===== src/rtl/qpot_defs.vh =====
// Shared constants for the quad pot command port
`ifndef QPOT_DEFS_VH
`define QPOT_DEFS_VH

`define QPOT_CLK_PERIOD_NS  8
`define QPOT_NV_WRITE_NS    10000000
`define QPOT_WIDTH          6
`define QPOT_WIPER_MAX      6'h3f
`define QPOT_WIPER_MIN      6'h00
`define QPOT_SLOT_INIT      6'h20
`define QPOT_POWER_UP_SLOT  2'h0
`define QPOT_BYTE_BITS      4'h8
`define QPOT_PAD_ZEROS      2'h0

`define QPOT_OP_READ_WIPER  4'h9
`define QPOT_OP_WRITE_WIPER 4'ha
`define QPOT_OP_READ_SLOT   4'hb
`define QPOT_OP_WRITE_SLOT  4'hc
`define QPOT_OP_LOAD_WIPER  4'hd
`define QPOT_OP_SAVE_WIPER  4'he
`define QPOT_OP_GLOBAL_LOAD 4'h1
`define QPOT_OP_GLOBAL_SAVE 4'h8
`define QPOT_OP_STEP        4'h2

`define QPOT_ACT_NONE       2'h0
`define QPOT_ACT_LOAD       2'h1
`define QPOT_ACT_SAVE       2'h2
`define QPOT_ACT_WSLOT      2'h3

`endif


===== src/rtl/qpot_nv_timer.v =====
// Busy timer for the nonvolatile write cycle
`timescale 1ns/1ps
`include "qpot_defs.vh"

module qpot_nv_timer #(
  parameter CYCLES = 1250000,
  parameter CW     = 21
) (
  input  wire clk_in,
  input  wire reset_in,
  input  wire start_in,
  output wire busy_out
);

  reg [CW-1:0] count_q;

  always @(posedge clk_in) begin
    if (reset_in) begin
      count_q <= {CW{1'b0}};
    end else if (start_in) begin
      count_q <= CYCLES[CW-1:0];
    end else if (count_q != {CW{1'b0}}) begin
      count_q <= count_q - {{(CW-1){1'b0}}, 1'b1};
    end
  end

  assign busy_out = (count_q != {CW{1'b0}});

endmodule


===== src/rtl/qpot_cmd_port.v =====
// Quad pot 2-wire command interpreter with wiper counters and setting slots
`timescale 1ns/1ps
`include "qpot_defs.vh"

module qpot_cmd_port #(
  parameter [3:0] TYPE_CODE       = 4'h6,
  parameter       NV_WRITE_CYCLES = `QPOT_NV_WRITE_NS / `QPOT_CLK_PERIOD_NS,
  parameter       NV_CW           = 21
) (
  input  wire        clk_in,
  input  wire        reset_in,
  input  wire        scl_in,
  input  wire        sda_in,
  input  wire [3:0]  strap_address_bits_in,
  output wire        sda_out,
  output wire        sda_oe_out,
  output wire [23:0] wiper_position_out,
  output wire        nv_busy_out
);

  localparam [7:0] S_IDLE  = 8'h01;
  localparam [7:0] S_ADDR  = 8'h02;
  localparam [7:0] S_INSTR = 8'h04;
  localparam [7:0] S_WDATA = 8'h08;
  localparam [7:0] S_RDATA = 8'h10;
  localparam [7:0] S_HACK  = 8'h20;
  localparam [7:0] S_STEP  = 8'h40;
  localparam [7:0] S_DONE  = 8'h80;

  reg  [1:0] scl_sync_q;
  reg  [1:0] sda_sync_q;
  reg  [3:0] strap_m_q;
  reg  [3:0] strap_q;
  reg        scl_p_q;
  reg        sda_p_q;
  reg  [7:0] state_q;
  reg  [7:0] next_q;
  reg  [7:0] shift_q;
  reg  [7:0] tx_q;
  reg  [3:0] bit_q;
  reg        ack_q;
  reg        drv_q;
  reg  [3:0] opc_q;
  reg  [1:0] pot_q;
  reg  [1:0] sel_q;
  reg        glob_q;
  reg  [1:0] act_q;
  reg  [5:0] data_q;
  reg        recall_q;
  reg        nv_start_q;
  reg  [5:0] wiper_q [0:3];
  reg  [5:0] slot_q  [0:15];
  reg  [2:0] i;
  wire       nv_busy;
  wire       scl_s;
  wire       sda_s;
  wire       scl_rise;
  wire       scl_fall;
  wire       start_cond;
  wire       stop_cond;
  wire [5:0] wiper_sel;
  wire [5:0] slot_sel;
  wire [3:0] opc_in;

  assign scl_s      = scl_sync_q[1];
  assign sda_s      = sda_sync_q[1];
  assign scl_rise   = scl_s & ~scl_p_q;
  assign scl_fall   = ~scl_s & scl_p_q;
  assign start_cond = scl_s & scl_p_q & sda_p_q & ~sda_s;
  assign stop_cond  = scl_s & scl_p_q & ~sda_p_q & sda_s;
  assign opc_in     = shift_q[7:4];
  assign wiper_sel  = wiper_q[shift_q[1:0]];
  assign slot_sel   = slot_q[{shift_q[1:0], shift_q[3:2]}];

  // Pin synchronisers
  always @(posedge clk_in) begin
    if (reset_in) begin
      scl_sync_q <= 2'h3;
      sda_sync_q <= 2'h3;
      strap_m_q  <= 4'h0;
      strap_q    <= 4'h0;
      scl_p_q    <= 1'b1;
      sda_p_q    <= 1'b1;
    end else begin
      scl_sync_q <= {scl_sync_q[0], scl_in};
      sda_sync_q <= {sda_sync_q[0], sda_in};
      strap_m_q  <= strap_address_bits_in;
      strap_q    <= strap_m_q;
      scl_p_q    <= scl_s;
      sda_p_q    <= sda_s;
    end
  end

  qpot_nv_timer #(
    .CYCLES (NV_WRITE_CYCLES),
    .CW     (NV_CW)
  ) u_nv_timer (
    .clk_in   (clk_in),
    .reset_in (reset_in),
    .start_in (nv_start_q),
    .busy_out (nv_busy)
  );

  // Protocol engine and register storage
  always @(posedge clk_in) begin
    nv_start_q <= 1'b0;
    if (reset_in) begin
      state_q  <= S_IDLE;
      next_q   <= S_IDLE;
      shift_q  <= 8'h00;
      tx_q     <= 8'h00;
      bit_q    <= 4'h0;
      ack_q    <= 1'b0;
      drv_q    <= 1'b0;
      opc_q    <= 4'h0;
      pot_q    <= 2'h0;
      sel_q    <= 2'h0;
      glob_q   <= 1'b0;
      act_q    <= `QPOT_ACT_NONE;
      data_q   <= 6'h00;
      recall_q <= 1'b1;
      for (i = 3'h0; i < 3'h4; i = i + 3'h1) begin
        wiper_q[i[1:0]] <= `QPOT_WIPER_MIN;
      end
      for (i = 3'h0; i < 3'h4; i = i + 3'h1) begin
        slot_q[{i[1:0], 2'h0}] <= `QPOT_SLOT_INIT;
        slot_q[{i[1:0], 2'h1}] <= `QPOT_SLOT_INIT;
        slot_q[{i[1:0], 2'h2}] <= `QPOT_SLOT_INIT;
        slot_q[{i[1:0], 2'h3}] <= `QPOT_SLOT_INIT;
      end
    end else if (recall_q) begin
      recall_q <= 1'b0;
      for (i = 3'h0; i < 3'h4; i = i + 3'h1) begin
        wiper_q[i[1:0]] <= slot_q[{i[1:0], `QPOT_POWER_UP_SLOT}];
      end
    end else if (stop_cond) begin
      state_q <= S_IDLE;
      ack_q   <= 1'b0;
      drv_q   <= 1'b0;
      act_q   <= `QPOT_ACT_NONE;
      for (i = 3'h0; i < 3'h4; i = i + 3'h1) begin
        if (glob_q || (i[1:0] == pot_q)) begin
          case (act_q)
            `QPOT_ACT_LOAD: wiper_q[i[1:0]] <= slot_q[{i[1:0], sel_q}];
            `QPOT_ACT_SAVE: slot_q[{i[1:0], sel_q}] <= wiper_q[i[1:0]];
            `QPOT_ACT_WSLOT: slot_q[{i[1:0], sel_q}] <= data_q;
            default: ;
          endcase
        end
      end
      if ((act_q == `QPOT_ACT_SAVE) || (act_q == `QPOT_ACT_WSLOT)) begin
        nv_start_q <= 1'b1;
      end
    end else if (start_cond) begin
      state_q <= S_ADDR;
      bit_q   <= 4'h0;
      ack_q   <= 1'b0;
      drv_q   <= 1'b0;
      act_q   <= `QPOT_ACT_NONE;
    end else begin
      case (state_q)
        S_ADDR, S_INSTR, S_WDATA: begin
          if (scl_rise && !ack_q) begin
            shift_q <= {shift_q[6:0], sda_s};
            bit_q   <= bit_q + 4'h1;
          end else if (scl_fall && ack_q) begin
            ack_q   <= 1'b0;
            drv_q   <= 1'b0;
            bit_q   <= 4'h0;
            state_q <= next_q;
            if (next_q == S_RDATA) begin
              drv_q <= ~tx_q[7];
              tx_q  <= {tx_q[6:0], 1'b0};
              bit_q <= 4'h1;
            end
          end else if (scl_fall && (bit_q == `QPOT_BYTE_BITS)) begin
            ack_q   <= 1'b1;
            drv_q   <= 1'b1;
            state_q <= state_q;
            if (state_q == S_ADDR) begin
              next_q <= S_INSTR;
              if ((opc_in != TYPE_CODE) || (shift_q[3:0] != strap_q) || nv_busy) begin
                ack_q   <= 1'b0;
                drv_q   <= 1'b0;
                state_q <= S_DONE;
              end
            end else if (state_q == S_INSTR) begin
              opc_q  <= opc_in;
              pot_q  <= shift_q[1:0];
              sel_q  <= shift_q[3:2];
              glob_q <= 1'b0;
              next_q <= S_DONE;
              case (opc_in)
                `QPOT_OP_READ_WIPER: begin
                  tx_q   <= {`QPOT_PAD_ZEROS, wiper_sel};
                  next_q <= S_RDATA;
                end
                `QPOT_OP_READ_SLOT: begin
                  tx_q   <= {`QPOT_PAD_ZEROS, slot_sel};
                  next_q <= S_RDATA;
                end
                `QPOT_OP_WRITE_WIPER, `QPOT_OP_WRITE_SLOT: begin
                  next_q <= S_WDATA;
                end
                `QPOT_OP_LOAD_WIPER: begin
                  act_q <= `QPOT_ACT_LOAD;
                end
                `QPOT_OP_SAVE_WIPER: begin
                  act_q <= `QPOT_ACT_SAVE;
                end
                `QPOT_OP_GLOBAL_LOAD: begin
                  act_q  <= `QPOT_ACT_LOAD;
                  glob_q <= 1'b1;
                end
                `QPOT_OP_GLOBAL_SAVE: begin
                  act_q  <= `QPOT_ACT_SAVE;
                  glob_q <= 1'b1;
                end
                `QPOT_OP_STEP: begin
                  next_q <= S_STEP;
                end
                default: begin
                  ack_q   <= 1'b0;
                  drv_q   <= 1'b0;
                  state_q <= S_DONE;
                end
              endcase
            end else begin
              next_q <= S_DONE;
              if (opc_q == `QPOT_OP_WRITE_WIPER) begin
                wiper_q[pot_q] <= shift_q[5:0];
              end else begin
                act_q  <= `QPOT_ACT_WSLOT;
                data_q <= shift_q[5:0];
              end
            end
          end
        end
        S_RDATA: begin
          if (scl_fall) begin
            if (bit_q == `QPOT_BYTE_BITS) begin
              drv_q   <= 1'b0;
              state_q <= S_HACK;
            end else begin
              drv_q <= ~tx_q[7];
              tx_q  <= {tx_q[6:0], 1'b0};
              bit_q <= bit_q + 4'h1;
            end
          end
        end
        S_HACK: begin
          if (scl_fall) begin
            state_q <= S_DONE;
          end
        end
        S_STEP: begin
          if (scl_fall) begin
            if (sda_s && (wiper_q[pot_q] != `QPOT_WIPER_MAX)) begin
              wiper_q[pot_q] <= wiper_q[pot_q] + 6'h01;
            end else if (!sda_s && (wiper_q[pot_q] != `QPOT_WIPER_MIN)) begin
              wiper_q[pot_q] <= wiper_q[pot_q] - 6'h01;
            end
          end
        end
        S_IDLE, S_DONE: begin
          drv_q <= 1'b0;
        end
        default: begin
          state_q <= S_IDLE;
        end
      endcase
    end
  end

  // Open-drain data pin: only ever pulls low
  assign sda_out            = 1'b0;
  assign sda_oe_out         = drv_q;
  assign nv_busy_out        = nv_busy;
  assign wiper_position_out = {wiper_q[3], wiper_q[2], wiper_q[1], wiper_q[0]};

endmodule


===== config.mk =====
export PLATFORM = sky130hd
export DESIGN_NAME = qpot_cmd_port
export DESIGN_NICKNAME = d
export VERILOG_FILES = /design/src/rtl/qpot_nv_timer.v /design/src/rtl/qpot_cmd_port.v
export VERILOG_INCLUDE_DIRS = /design/src /design/src/rtl
export SDC_FILE = /design/constraint.sdc
export NUM_CORES = 1
export LEC_CHECK = 0
export BUFFER_PORTS_ARGS = -buffer_cell sky130_fd_sc_hd__buf_2
export CAP_MARGIN = 10
export CORE_MARGIN = 2
export CORE_UTILIZATION = 45
export CTS_CLUSTER_DIAMETER = 60
export CTS_CLUSTER_SIZE = 40
export DETAILED_ROUTE_END_ITERATION = 10
export GPL_TIMING_DRIVEN = 0
export PLACE_DENSITY = 0.63
export SLEW_MARGIN = 10
export SYNTH_ARGS = -nofsm -noshare
export SYNTH_HDL_FRONTEND = slang
export SYNTH_SLANG_ARGS = --single-unit

===== constraint.sdc =====
create_clock -name clk_in -period 7.7 [get_ports clk_in]
set_input_delay 0.77 -clock clk_in [delete_from_list [all_inputs] [get_ports clk_in]]
set_output_delay 0.77 -clock clk_in [all_outputs]
set_load 0.01 [all_outputs]

==> impl_metrics.ini <==
[outcome]
outcome = complete, no violations

[final_layout]
num-fill-cells = 2301
drive_gt1_share_pct = 14.1
n_antenna_cell = 0
stdcell_count = 1488
final_common_cell = nor2_1
final_nets = 1158
multi_input_area_um2 = 5650
syn2layout_area_growth_pct = 11.5
post-route-util_pct = 51.1
fin_area_um2 = 12900
ff_latch_area_um2 = 5570
final_cell_mix = nor2_1 (199), edfxtp_1 (120), dfxtp_1 (98)

[critical_path]
r2r_cells = 11
regToRegSetupSlack_ps = 4010
cp-endpoint = wiper_q[1][3]
start_kind = input pin
crit_path_start = reset_in
crit_arrival_ps = 4140
crit_type = in2reg
cp-end-kind = flop
reg2reg_to = wiper_q[1][0]
required_ps = 7950
critPathMaxFanout = 10

[clock_tree]
clk_latency_ps = 530
clk_pin_slew_worst_paths_ps = 100
post_cts_buffers = 0
htree_levels = 1
post_cts_resized = 0
cts_buffer_depth = 3
cts_buffers = 20
cts_sinks = 218
cts_tree = yes
hold_buffers = 0
root_buffer = clkbuf_16

[synthesis]
seq_area_frac_synth_pct = 48.2
synth_area_per_cell_um2 = 10.6
syn_inst = 1089
synth_edf_count = 120
ys_ff_latch = 218
syn-cell-area_um2 = 11500
yosysWarnings = 0
ys_types = 74
synth_ff_type = edfxtp_1
synth_nets = 1103
asyncSetResetFlopFracSynth_pct = 0

[die]
rows = 58
start_util_pct = 45.8
fp.dieH_um = 164
core-area_um2 = 25200
ios = 35
die_area_um2 = 26900
die_width_um = 164

[grt]
grt_pass1_wl_mm = 50.3
grt-ovfl-total = 0
track_usage_pct = 25.0
grt_max_degree = 24
first_global_vias = 8273
antenna_found_initial = 0

[placement]
port_buffers = 33
post-dp-hpwl_mm = 25.1
place_congestion = 0.988
dp_cells = 1452
placed_cell_area_um2 = 12100

[route]
vias_per_cell = 5.96
num_vias = 8874
first_pass_iters = 7
drc_errors = 0
postRouteAntennaNets = 0
routed_wirelength_mm = 33.4
first_iter_violations = 916
routedWlPerCell_um = 22.5

[timing]
fin_crit_ps = 3890
finalSetupTns_ps = 0
max_slew_margin_pct = 20.3
slew_viol_final = 0
skew_ps = 24.6
rsz0062_at_grt = false
worst_hold_slack_ps = 360
setup_viol = 0
tightest_slew_ps = 1190
post-route-period-util_pct = 50.6
hold_viol_final = 0
timing.fmax_mhz = 257

[power]
powerDensity_nw_per_um2 = 226
p_leak_nw = 4.28
vdd_drop_max_mv = 0.233

[min_path]
min_path_type = in2reg
whs_path_depth = 1

[flow_run]
cap_violations = 0
## cell type report
class                   count  area share [%]
plain buffers              59            1.82
repair buffers             33            1.28
inverters                  24           0.700
clock buffers              20            3.89
flip-flops and latches    218            43.3
well taps                 330            3.21
clock inverters            16            1.93
multi-input cells         788            43.9
## sequential cells by signal, indices dropped and copies added (netlist names), 6 cells and up, named ones only
| register | count |
|---|---|
| data_q | 6 |
| next_q | 6 |
| shift_q | 8 |
| slot_q | 96 |
| state_q | 8 |
| tx_q | 8 |
| u_nv_timer.count_q | 21 |
| wiper_q | 24 |
## worst max-delay path: stages
cell	delay, ps
buf_2	100
clkbuf_1	280
nor2_1	680
and2_1	270
nand3b_1	350
nor3_1	1080
mux2i_1	340
o21ai_0	110
a21boi_0	150
## per-stage QoR
step	setup WS (ps)	total power, mW
after floorplan	4730	1.70
after CTS	3760	2.93
after global placement	3270	1.81
final	3810	2.91
after global routing	3700	3.03
after detailed placement	3180	1.82
## where the power goes
group / internal [mW] / leakage [nW] / total, mW / switching, mW
Sequential: 1.30 / 1.99 / 1.37 / 0.0696
Clock: 0.567 / 0.360 / 1.12 / 0.552
Combinational: 0.177 / 1.93 / 0.425 / 0.249
Total: 2.04 / 4.28 / 2.91 / 0.870
## Yosys cell counts, types with 10 or more instances
cell type / instances / share of area, %
a21oi_1: 61 / 2.6
and3_1: 15 / 0.81
clkbuf_1: 43 / 1.4
dfxtp_1: 98 / 17
edfxtp_1: 120 / 31
inv_1: 22 / 0.72
mux2i_1: 66 / 5.7
mux4_2: 60 / 12
nand2_1: 81 / 2.6
nand2b_1: 13 / 0.70
nand3_1: 33 / 1.4
nor2_1: 199 / 6.5
nor2b_1: 20 / 1.1
nor3_1: 21 / 0.91
o21a_1: 11 / 0.72
o21ai_0: 28 / 1.2
o22ai_1: 11 / 0.60
or2_2: 10 / 0.54
xnor2_1: 20 / 1.5
xor2_1: 10 / 0.76
## logic make-up after synthesis
kind of cell               share of synthesized area [%]
adders and majority gates                          0.651
buffers and inverters                               2.81
muxes                                               17.7
other                                             0.0325
and+or+nand+nor                                     19.0
xor gates and xnor gates                            2.28
AOI/OAI and AO/OA                                   9.23
DFF                                                 48.2
## metal layers
layer	global-route usage [%]	share of wire [%]	wire, µm
met5	0	0	0
met4	9.61	4.5	1500
met3	3.16	6.7	2230
met2	41.8	47	15900
met1	33.2	41	13800
## worst min path at each step
stage,end,from
after floorplan,scl_sync_q[1],scl_sync_q[0]
after global placement,sda_sync_q[1],sda_sync_q[0]
after detailed placement,scl_sync_q[1],scl_sync_q[0]
after CTS,recall_q,reset_in
after global routing,recall_q,reset_in
final,recall_q,reset_in
No activity file was read; power rests on OpenSTA's default activity.
